[config.mk]
export PLATFORM = sky130hd
export DESIGN_NAME = ifc_interrupt_control
export DESIGN_NICKNAME = d
export VERILOG_FILES = /design/src/core/ifc_pkg.sv /design/src/core/ifc_event_detect.sv /design/src/core/ifc_interrupt_control.sv
export SDC_FILE = /design/constraint.sdc
export NUM_CORES = 1
export LEC_CHECK = 0
export ABC_AREA = 1
export ABC_CLOCK_PERIOD_IN_PS = 1800
export BUFFER_PORTS_ARGS = -buffer_cell sky130_fd_sc_hd__buf_2
export CORE_UTILIZATION = 46
export DETAILED_ROUTE_END_ITERATION = 7
export PLACE_DENSITY = 0.93
export SLEW_MARGIN = 10
export SYNTH_ARGS = -nofsm -noshare
export SYNTH_HDL_FRONTEND = slang
export SYNTH_SLANG_ARGS = --single-unit
[constraint.sdc]
create_clock -name clock -period 1.8 [get_ports clock]
set_input_delay 0.09 -clock clock [delete_from_list [all_inputs] [get_ports clock]]
set_output_delay 0.09 -clock clock [all_outputs]
set_load 0.05 [all_outputs]
[src/core/ifc_pkg.sv]
// constants and types of the interrupt flag control block
package ifc_pkg;

    // ------------------------------------------------------------
    // register indices, byte address is four times the index
    // ------------------------------------------------------------
    localparam logic [7:0] control_index_bank0 = 8'h0B;
    localparam logic [7:0] control_index_bank1 = 8'h8B;
    localparam logic [7:0] event_status_index = 8'h10;
    localparam logic [7:0] event_mask_index = 8'h11;

    // ------------------------------------------------------------
    // control register bit positions
    // ------------------------------------------------------------
    localparam int global_irq_enable_bit = 7;
    localparam int reserved_bit = 6;
    localparam int timer_overflow_enable_bit = 5;
    localparam int external_pin_enable_bit = 4;
    localparam int port_change_irq_enable_bit = 3;
    localparam int timer_overflow_flag_bit = 2;
    localparam int external_pin_event_flag_bit = 1;
    localparam int port_change_flag_bit = 0;

    // ------------------------------------------------------------
    // reset values
    // ------------------------------------------------------------
    localparam logic [7:0] control_reset = 8'h00;
    localparam logic [2:0] event_status_reset = 3'h0;
    localparam logic [2:0] event_mask_reset = 3'h0;

    // ------------------------------------------------------------
    // state of the register block
    // ------------------------------------------------------------
    typedef struct packed {
        logic [7:0] interrupt_control_flags;
        logic [2:0] event_status;
        logic [2:0] event_mask;
        logic ack;
        logic [31:0] read_data;
        logic core_irq;
        logic event_irq;
    } ifc_state_type;

    typedef struct packed {
        logic primed;
        logic last_pin;
        logic [3:0] last_port;
        logic pin_event;
        logic port_event;
    } ifc_detect_type;

endpackage : ifc_pkg

[src/core/ifc_event_detect.sv]
// edge and change detector for the interrupt pin and upper port pins
`timescale 1ns/1ps
module ifc_event_detect
(
    // clock and reset
    input wire logic clock,
    input wire logic rstn,
    // pins
    input wire logic external_irq_pin,
    input wire logic [3:0] upper_port_pins,
    // one-cycle events
    output logic pin_event,
    output logic port_event
);

    ifc_pkg::ifc_detect_type state;
    ifc_pkg::ifc_detect_type next_state;

    // ------------------------------------------------------------
    // detection
    // ------------------------------------------------------------
    always_comb
    begin
        next_state = state;
        next_state.primed = 1'b1;
        next_state.last_pin = external_irq_pin;
        next_state.last_port = upper_port_pins;
        // rising edge on the interrupt pin
        next_state.pin_event = state.primed & external_irq_pin & ~state.last_pin;
        // any upper pin differs from its last value
        next_state.port_event = state.primed & (|(upper_port_pins ^ state.last_port));
    end

    always_ff @(posedge clock)
    begin
        if (!rstn)
        begin
            state <= '0;
        end
        else
        begin
            state <= next_state;
        end
    end

    assign pin_event = state.pin_event;
    assign port_event = state.port_event;

endmodule : ifc_event_detect

[src/core/ifc_interrupt_control.sv]
// interrupt flag and enable control register with wishbone access
//
// Local design decision: register access over Wishbone.
`timescale 1ns/1ps
module ifc_interrupt_control
(
    // clock and reset
    input wire logic clock,
    input wire logic rstn,
    // wishbone slave
    input wire logic cyc_i,
    input wire logic stb_i,
    input wire logic we_i,
    input wire logic [9:0] adr_i,
    input wire logic [3:0] sel_i,
    input wire logic [31:0] dat_i,
    output logic [31:0] dat_o,
    output logic ack_o,
    // event sources
    input wire logic timer_overflow_pulse,
    input wire logic external_irq_pin,
    input wire logic [3:0] upper_port_pins,
    // interrupt outputs
    output logic core_irq,
    output logic event_irq,
    // register view
    output logic [7:0] interrupt_control_flags
);

    ifc_pkg::ifc_state_type state;
    ifc_pkg::ifc_state_type next_state;
    logic pin_event;
    logic port_event;

    // ------------------------------------------------------------
    // pin event detection
    // ------------------------------------------------------------
    ifc_event_detect detect
    (
        .clock(clock),
        .rstn(rstn),
        .external_irq_pin(external_irq_pin),
        .upper_port_pins(upper_port_pins),
        .pin_event(pin_event),
        .port_event(port_event)
    );

    // ------------------------------------------------------------
    // address decode
    // ------------------------------------------------------------
    // a register word sits at four times its index, low address bits zero
    function automatic logic is_index(input logic [9:0] adr, input logic [7:0] index);
        is_index = (adr[9:2] == index) && (adr[1:0] == 2'h0);
    endfunction : is_index

    // ------------------------------------------------------------
    // register access helpers
    // ------------------------------------------------------------
    // one 8-bit register per bus word, the upper bits read zero
    function automatic logic [31:0] read_word(input logic [7:0] value);
        read_word = {24'h000000, value};
    endfunction : read_word

    // sticky event bits: a set in the same cycle as a clear wins
    function automatic logic [2:0] sticky(input logic [2:0] held, input logic [2:0] clear, input logic [2:0] raise);
        sticky = (held & ~clear) | raise;
    endfunction : sticky

    // place each event at its flag position
    function automatic logic [7:0] event_bits(input logic timer, input logic pin, input logic port);
        event_bits = 8'h00;
        event_bits[ifc_pkg::timer_overflow_flag_bit] = timer;
        event_bits[ifc_pkg::external_pin_event_flag_bit] = pin;
        event_bits[ifc_pkg::port_change_flag_bit] = port;
    endfunction : event_bits

    // ------------------------------------------------------------
    // interrupt request decode
    // ------------------------------------------------------------
    // one source asks when its flag and its enable are both set
    function automatic logic source_pending(input logic [7:0] flags, input int enable_bit, input int flag_bit);
        source_pending = flags[enable_bit] & flags[flag_bit];
    endfunction : source_pending

    // global enable and any flag with its own enable
    function automatic logic core_request(input logic [7:0] flags);
        logic pending;
        pending = source_pending(flags, ifc_pkg::timer_overflow_enable_bit,
                                 ifc_pkg::timer_overflow_flag_bit) |
                  source_pending(flags, ifc_pkg::external_pin_enable_bit,
                                 ifc_pkg::external_pin_event_flag_bit) |
                  source_pending(flags, ifc_pkg::port_change_irq_enable_bit,
                                 ifc_pkg::port_change_flag_bit);
        core_request = flags[ifc_pkg::global_irq_enable_bit] & pending;
    endfunction : core_request

    // status bits that their mask lets through
    function automatic logic masked_request(input logic [2:0] status, input logic [2:0] mask);
        masked_request = |(status & mask);
    endfunction : masked_request

    // ------------------------------------------------------------
    // next state
    // ------------------------------------------------------------
    always_comb
    begin
        logic request;
        logic write_lane;
        logic hit_control;
        logic hit_status;
        logic hit_mask;
        logic [2:0] events;
        logic [7:0] control;
        logic [7:0] flags_set;
        logic [2:0] status_clear;
        request = 1'b0;
        write_lane = 1'b0;
        hit_control = 1'b0;
        hit_status = 1'b0;
        hit_mask = 1'b0;
        events = 3'h0;
        control = 8'h00;
        flags_set = 8'h00;
        status_clear = 3'h0;
        next_state = state;

        request = cyc_i & stb_i & ~state.ack;
        write_lane = request & we_i & sel_i[0];
        hit_control = is_index(adr_i, ifc_pkg::control_index_bank0) |
                      is_index(adr_i, ifc_pkg::control_index_bank1);
        hit_status = is_index(adr_i, ifc_pkg::event_status_index);
        hit_mask = is_index(adr_i, ifc_pkg::event_mask_index);

        // events set flags whatever the enables say
        flags_set = event_bits(timer_overflow_pulse, pin_event, port_event);
        events = flags_set[2:0];

        // software write first, hardware set wins over a cleared bit
        control = state.interrupt_control_flags;
        if (write_lane && hit_control)
        begin
            control = dat_i[7:0];
        end
        control[ifc_pkg::reserved_bit] = 1'b0;
        next_state.interrupt_control_flags = control | flags_set;

        if (write_lane && hit_status)
        begin
            status_clear = dat_i[2:0];
        end
        next_state.event_status = sticky(state.event_status, status_clear, events);
        if (write_lane && hit_mask)
        begin
            next_state.event_mask = dat_i[2:0];
        end

        // one-cycle acknowledge, unmapped reads return zero
        next_state.ack = request;
        next_state.read_data = 32'h00000000;
        if (request && !we_i)
        begin
            if (hit_control)
            begin
                next_state.read_data = read_word(state.interrupt_control_flags);
            end
            else if (hit_status)
            begin
                next_state.read_data = read_word({5'h00, state.event_status});
            end
            else if (hit_mask)
            begin
                next_state.read_data = read_word({5'h00, state.event_mask});
            end
        end

        // request to the core
        next_state.core_irq = core_request(state.interrupt_control_flags);
        next_state.event_irq = masked_request(state.event_status, state.event_mask);
    end

    // ------------------------------------------------------------
    // state register
    // ------------------------------------------------------------
    always_ff @(posedge clock)
    begin
        if (!rstn)
        begin
            state.interrupt_control_flags <= ifc_pkg::control_reset;
            state.event_status <= ifc_pkg::event_status_reset;
            state.event_mask <= ifc_pkg::event_mask_reset;
            state.ack <= 1'b0;
            state.read_data <= 32'h00000000;
            state.core_irq <= 1'b0;
            state.event_irq <= 1'b0;
        end
        else
        begin
            state <= next_state;
        end
    end

    // ------------------------------------------------------------
    // outputs
    // ------------------------------------------------------------
    assign dat_o = state.read_data;
    assign ack_o = state.ack;
    assign core_irq = state.core_irq;
    assign event_irq = state.event_irq;
    assign interrupt_control_flags = state.interrupt_control_flags;

endmodule : ifc_interrupt_control

==> results of run 1 <==
[through the flow]
step | total power (uW) | util (%) | setup slack (ps) | hold slack (ps) | area (sq um)
after floorplan | 974 | - | 442 | 118 | 1710
after detailed placement | 983 | 50.0 | 543 | 298 | 1680
final | 1530 | 53.7 | 556 | 12.7 | 1810
after global routing | 1590 | 53.7 | 391 | 25.2 | 1810
after CTS | 1530 | 53.7 | 533 | 17.9 | 1810
after global placement | 976 | 50.0 | 626 | 297 | 1680
[state kept, by name, indices dropped and copies added, names as in the netlist]
register / count
detect.state: 6
detect.port_event: 1
event_irq: 1
core_irq: 1
ack_o: 1
interrupt_control_flags: 7
detect.pin_event: 1
state: 6
dat_o: 7
[worst register-to-register path: cells and delay by family (launching register included)]
kind,cells,cell delay (ps)
AOI/OAI and AO/OA,1,240
buffers and inverters,1,60
DFF,1,320
and+or+nand+nor,4,520
[power groups by stage]
stage | clock (uW) | combinational [uW] | sequential, uW
5_1_grt | 590 | 280 | 719
4_1_cts | 559 | 258 | 716
3_5_place_dp | 0 | 251 | 732
2_1_floorplan | 0 | 242 | 732
3_3_place_gp | 0 | 245 | 731
6_report | 553 | 257 | 716
[cells in the final DEF, fill, tap and decap left out, types with 5 or more instances in the layout]
cell type / count
dfxtp_1: 31
a21oi_1: 8
clkbuf_4: 5
conb_1: 26
nor2_1: 23
nand2_1: 32
buf_2: 45
inv_1: 28
nand4_1: 6
nand3_1: 20
[logic make-up (layout without fill, tap and decap cells)]
family,count (synthesis),count (layout),share of synthesized area (%)
and+or+nand+nor,91,91,27.3
buffers and inverters,74,89,27.2
DFF,31,31,38.3
AOI/OAI and AO/OA,14,14,4.79
xor gates and xnor gates,4,4,2.16
other,1,26,0.231
[path summary, 6_finish.rpt]
check | start | depth (start not counted) | slack (ps) | to
min reg2reg | detect.state[6] | 1 | 390 | detect.pin_event
min | upper_port_pins[2] | 3 | 10 | detect.state[4]
max | ack_o | 6 | 560 | interrupt_control_flags[7]
max reg2reg | ack_o | 6 | 560 | interrupt_control_flags[7]
[Yosys cell counts (all sizes together)]
| library cell | n |
|---|---|
| nand4 | 6 |
| nand3 | 23 |
| nor2 | 27 |
| dfxtp | 31 |
| nand2 | 33 |
| clkinv | 1 |
| conb | 1 |
| xnor2 | 4 |
| o21ai | 4 |
| and2 | 1 |
| a41oi | 1 |
| buf | 43 |
| o221ai | 1 |
| inv | 30 |
| nor3 | 1 |
| a21oi | 8 |
[routing by layer]
layer / wire length [um] / global-route usage (%) / share of wire [%] / vias up
met5: 0 / 0 / 0 / -
met1: 1100 / 17.5 / 40 / 615
met3: 190 / 6.09 / 6.8 / 4
li1: - / - / - / 680
met2: 1460 / 29.5 / 52 / 59
met4: 34 / 3.81 / 1.2 / 0
[repair_timing]
action | in CTS | in global routing
endpoints found under the hold margin | 4 | 0
setup buffers | 0 | 0
setup endpoints to repair | 0 | 0
hold buffers | 4 | 0
[final cells by class]
class / count / share of cell area, %
clock buffer: 6 / 2.84
clock inverter: 2 / 1.94
inverter: 31 / 6.44
multi-input combinational: 135 / 36.1
sequential: 31 / 34.3
tap: 46 / 3.19
timing repair buffer: 50 / 15.1
==> metrics.csv, run 1 <==
stage;metric;value;unit
hold_path;Hold Crit Class;in -> reg;
cts;CTS tree;yes;
setup_path;Worst Path Buf+Inv;1;
global_route;largest net degree at the start of global routing;18;
synth;Syn Area/Cell;7.54;sq um
synth;Synth Warn #;0;
final_layout;register area;621;sq um
floorplan;Die Wd;61.4;um
power;power share of the clock group;36.2;%
setup_path;critical path's top delay family;simple AND/OR/NAND/NOR gates;
setup_path;Startpoint Class;flop;
final_layout;Area growth syn-to-layout;11.5;%
synth;Mapped Cells;215;
final_layout;Post-Layout Cell Count;301;
power;combinational share of power;16.9;%
cts;CTS Root Cell;clkbuf_4;
floorplan;IO Count;100;
final_layout;layout cell share with drive strength beyond 1;25.9;%
cts;Clock Latency Late Sink;320;ps
setup_path;crit-path max cell delay;320;ps
route;Via-to-Cell Ratio;4.51;
timing;final setup TNS;0;ps
timing;# setup viols final;0;
route;First-pass DRT Iterations;4;
timing;Tmin final;1240;ps
placement;Final GP Congestion;0.859;
synth;Yosys top cell by area;dfxtp_1;
final_layout;Final Net Count;311;
synth;top-area cell type share of the netlist area;38.3;%
synth;post-synthesis sequential area ratio;38.3;%
synth;synth top area cells;dfxtp_1 (38%), buf_4 (19%), nand2_1 (7.4%);
power;Pleak;0.000942;uW
global_route;grt ovf;0;
setup_path;critical path required time;2020;ps
setup_path;CP Class;reg -> reg;
synth;Syn Std Cell Area;1620;sq um
setup_path;CP max FO;8;
floorplan;Initial Utilization;48.2;%
route;Post-DRT Antenna Nets;0;
placement;placed cell count;289;
route;Avg WL per Cell;9.24;um
cts;CTS sink cnt;31;
cts;Max Root-Sink Buffers;2;
global_route;first-pass GRT wire length;4460;um
power;internal power;1090;uW
power;PwrDens;845;nW/um^2
power;VDD IR max;0.000414;V
cts;CTS clk-pin slew, worst paths;90;ps
placement;port buffer count;45;
power;P_sw;438;uW
cts;Inserted Clock Buffers;5;
global_route;Tot GR Track Use;16.1;%
final_layout;Multi-input gate area;653;sq um
global_route;vias in the first global route;1089;
final_layout;diode count;0;
timing;max-slew violation count;0;
timing;Fin Clk Skew;5.01;ps
route;1st-iter DRT viols;49;
final_layout;fillcell total;342;
setup_path;Worst EP arrival;1460;ps
setup_path;critical-path cell list;inv_1, nand3_2, nor2_1, nand3_2, o21ai_0, nor2_1;
global_route;initial antenna violation count;0;
floorplan;CORE AREA;3360;sq um
setup_path;crit path capture type;flop;
floorplan;die area;3760;sq um
floorplan;row count;21;
timing;RSZ-0062 raised after global routing;false;
cts;CTS resizes;0;
status;status;completed;
route;vias after detailed routing;1358;
timing;FMAX;804;MHz
synth;Yosys reg bits;31;
route;WL final;2780;um
cts;H-Tree Depth;2;
setup_path;Crit-path slowest cell;dfxtp_1;
placement;Post-DP HPWL;2170;um
job;Max-Cap Viols;0;
power;Net Sw Frac;28.7;%
timing;Fin. Hold Viols;0;
synth;Synth cell types;22;
floorplan;die boundary height;61.4;um
timing;fraction of the cycle the final worst path needs;69.1;%
power;Flop pwr share;46.9;%
route;DRC Markers;0;
Note: power is estimated with default switching activity, not from simulation.
==> run 2: changes to the inputs <==
Settings changed: ABC_AREA 1 to 0, ABC_CLOCK_PERIOD_IN_PS 1800 to 1020, CORE_UTILIZATION 46 to 38, PLACE_DENSITY 0.93 to 0.84.
Clock period 1.8 ns to 1.02 ns, I/O delays scaled along.
==> metrics.csv, run 2 <==
stage;metric;value;unit;change
timing;fraction of the cycle the final worst path needs;136;%;was 69.1%
cts;CTS tree;yes;;unchanged
setup_path;Worst R2R Path Depth;4;;was 6
setup_path;crit path capture type;flop;;unchanged
synth;Post-Synth Simple-Gate Area;20.2;%;was 27.3%
power;PwrDens;1450;nW/um^2;was 845 nW/um^2
setup_path;worst r2r src;ack_o;;unchanged
synth;Post-Synth Adder-Cell Area;0;%;unchanged
cts;H-Tree Depth;2;;unchanged
final_layout;most frequent cells in the layout;buf_2 (37), dfxtp_1 (28), conb_1 (26);;was buf_2 (45), nand2_1 (32), dfxtp_1 (31)
floorplan;row count;22;;was 21
power;power share of the clock group;35.3;%;was 36.2%
floorplan;CORE AREA;3770;sq um;was 3360 sq um
status;violated checks;negative setup slack;;
setup_path;critical path required time;1190;ps;was 2020 ps
floorplan;IO Count;100;;unchanged
setup_path;CP Class;reg -> reg;;unchanged
final_layout;Final Net Count;256;;was 311
cts;CTS clk-pin slew, worst paths;60;ps;was 90 ps
final_layout;Post-Layout Cell Count;247;;was 301
placement;Final GP Congestion;0.758;;was 0.859
setup_path;CP max FO;5;;was 8
synth;Post-Synth XOR/XNOR Area;2.27;%;was 2.16%
cts;CTS sink cnt;31;;unchanged
route;First-pass DRT Iterations;4;;unchanged
synth;Syn Std Cell Area;1540;sq um;was 1620 sq um
synth;post-synthesis mux area share;6.74;%;was 0%
placement;Post-DP HPWL;2240;um;was 2170 um
status;status;complete, but fails checks;;was completed
power;Final Total Pwr;2690;uW;was 1530 uW
setup_path;stages on the worst setup path;4;;was 6
final_layout;diode count;0;;unchanged
synth;Yosys top cell by area;dfxtp_1;;unchanged
power;VDD IR max;0.00116;V;was 0.000414 V
synth;Yosys reg bits;31;;unchanged
synth;Synth Flop Type;dfxtp_1;;unchanged
placement;placed cell count;235;;was 289
final_layout;fillcell total;352;;was 342
synth;synth top area cells;dfxtp_1 (40%), buf_4 (19%), mux2i_1 (4.5%);;was dfxtp_1 (38%), buf_4 (19%), nand2_1 (7.4%)
timing;# setup viols final;20;;was 0
cts;Max Root-Sink Buffers;2;;unchanged
synth;Synth top cells by count;buf_4 (40), dfxtp_1 (31), nand2_1 (14);;was buf_4 (41), nand2_1 (32), dfxtp_1 (31)
timing;max-slew violation count;0;;unchanged
setup_path;Worst Path Buf+Inv;0;;was 1
synth;Syn Area/Cell;9.94;sq um;was 7.54 sq um
route;Post-DRT Antenna Nets;0;;unchanged
placement;port buffer count;45;;unchanged
setup_path;Crit-path slowest cell;and4bb_4;;was dfxtp_1
power;internal power;1900;uW;was 1090 uW
cts;Inserted Clock Buffers;5;;unchanged
synth;number of flops mapped to enable cells by yosys;0;;unchanged
route;DRC Markers;0;;unchanged
route;1st-iter DRT viols;45;;was 49
timing;RSZ-0062 raised after global routing;true;;was false
power;Net Sw Frac;29.1;%;was 28.7%
global_route;first-pass GRT wire length;4620;um;was 4460 um
route;Avg WL per Cell;12.0;um;was 9.24 um
floorplan;Initial Utilization;40.8;%;was 48.2%
setup_path;Worst EP arrival;1560;ps;was 1460 ps
global_route;largest net degree at the start of global routing;12;;was 18
final_layout;most common cell after layout, fill and taps aside;buf_2;;unchanged
synth;top-area cell type share of the netlist area;40.3;%;was 38.3%
setup_path;setup slack, reg-to-reg;-370;ps;was 560 ps
power;P_sw;782;uW;was 438 uW
hold_path;Worst Hold End;detect.state[5];;was detect.state[4]
synth;post-synthesis sequential area ratio;40.3;%;was 38.3%
synth;Synth cell types;30;;was 22
route;Via-to-Cell Ratio;4.52;;was 4.51
synth;largest family of logic cells by synthesized area;buffers and inverters;;was simple AND/OR/NAND/NOR gates
job;Max-Cap Viols;0;;unchanged
floorplan;die boundary height;65.7;um;was 61.4 um
route;vias after detailed routing;1117;;was 1358
hold_path;hold path depth;2;;was 3
setup_path;critical path's top delay family;simple AND/OR/NAND/NOR gates;;unchanged
final_layout;layout cell share with drive strength beyond 1;38.7;%;was 25.9%
setup_path;crit-path max cell delay;370;ps;was 320 ps
timing;Tmin final;1390;ps;was 1240 ps
synth;async set-reset flop share out of synthesis;0;%;unchanged
global_route;Tot GR Track Use;14.6;%;was 16.1%
setup_path;critical-path cell list;and4bb_4, and4_4, mux2i_1, nor2b_1;;was inv_1, nand3_2, nor2_1, nand3_2, o21ai_0, nor2_1
global_route;vias in the first global route;1100;;was 1089
floorplan;die area;4310;sq um;was 3760 sq um
cts;Clock Latency Late Sink;280;ps;was 320 ps
final_layout;Area growth syn-to-layout;20.1;%;was 11.5%
final_layout;final core utilization;49.0;%;was 53.7%
synth;count leader, synth;buf_4;;unchanged
hold_path;Hold Crit Class;in -> reg;;unchanged
power;Pleak;0.000831;uW;was 0.000942 uW
cts;CTS Root Cell;clkbuf_8;;was clkbuf_4
hold_path;hold_sp;upper_port_pins[3];;was upper_port_pins[2]
power;Flop pwr share;47.3;%;was 46.9%
power;combinational share of power;17.4;%;was 16.9%
route;WL final;2970;um;was 2780 um
floorplan;Die Wd;65.7;um;was 61.4 um
synth;Synth Warn #;0;;unchanged
timing;Fin. Hold Viols;0;;unchanged
cts;post-CTS setup repair buffer count;0;;unchanged
synth;Mapped Cells;155;;was 215
timing;FMAX;721;MHz;was 804 MHz
global_route;initial antenna violation count;0;;unchanged
timing;Fin Clk Skew;7.53;ps;was 5.01 ps
setup_path;Startpoint Class;flop;;unchanged
synth;compound-gate portion of the synthesized area;7.72;%;was 4.79%
global_route;grt ovf;0;;unchanged
timing;setup ws final;-367;ps;was 556 ps
setup_path;RR Endpoint;interrupt_control_flags[4];;was interrupt_control_flags[7]
-- run 2: cell count changes in the layout (fill, tap and decap cells not counted), sizes merged, moves of 3 or more --
| cell | delta |
|---|---|
| mux2 | +3 |
| nor2 | -20 |
| a31oi | +3 |
| mux2i | +7 |
| and2 | +9 |
| nand2 | -19 |
| a22oi | +3 |
| nand4 | -6 |
| nand3 | -23 |
| o311a | +3 |
| clkbuf | +5 |
| inv | -27 |
| a21oi | -8 |
| nor2b | +5 |
-- run 2: kinds of logic after synthesis --
group,Yosys count
flip-flops,31
AND/OR/NAND/NOR,47
XOR/XNOR,4
buffers and inverters,47
AO/OA/AOI/OAI,15
multiplexers,10
other,1
-- run 2: power by group through the flow --
stage	clock [uW]	combinational (uW)	sequential, uW
after CTS	977	462	1270
after detailed placement	0	443	1300
after global placement	0	435	1290
final	948	468	1270
after floorplan	0	421	1290
after global routing	1040	496	1270
-- run 2: per-stage QoR --
step	hold WS, ps	setup TNS, ps	setup WS [ps]	cell area, sq um
after floorplan	78.7	-5630	-365	1670
after global placement	275	-4780	-368	1670
after detailed placement	286	-5260	-410	1670
after CTS	4.57	-5330	-369	1820
after global routing	8.09	-6760	-412	1850
final	9.04	-5630	-367	1850
-- run 2: worst max-delay path by stage --
stage,start,endpoint
4_1_cts,ack_o,interrupt_control_flags[4]
2_1_floorplan,ack_o,interrupt_control_flags[3]
6_report,ack_o,interrupt_control_flags[4]
3_5_place_dp,ack_o,state[39]
5_1_grt,ack_o,interrupt_control_flags[4]
3_3_place_gp,ack_o,state[39]
-- run 2: metal layers --
| layer | GRT usage [%] | share of wire (%) |
|---|---|---|
| met1 | 15.1 | 40 |
| met2 | 26.3 | 49 |
| met3 | 4.86 | 8.8 |
| met4 | 6.52 | 2.0 |
| met5 | 0 | 0 |
-- run 2: area by class of cell --
type                    count  area, sq um  area share, %
multi-input cells         103          733           39.6
inverters                   3         11.3          0.609
well taps                  48         60.1           3.25
flip-flops and latches     31          627           33.9
clock buffers               6         82.6           4.47
clock inverters             1         5.00          0.271
repair buffers             55          330           17.9
-- run 2: worst register-to-register path, stage by stage, from the launching register on --
cell      delay [ps]
dfxtp_4          340
and4bb_4         370
and4_4           300
mux2i_1          210
nor2b_1           60
-- run 2: what timing repair did --
item,4_1_cts,5_1_grt
gates resized for setup,5,9
gates cloned,0,1
hold buffers,4,0
endpoints found under the setup margin,20,27
hold endpoints to repair,4,0
pin swaps,2,5
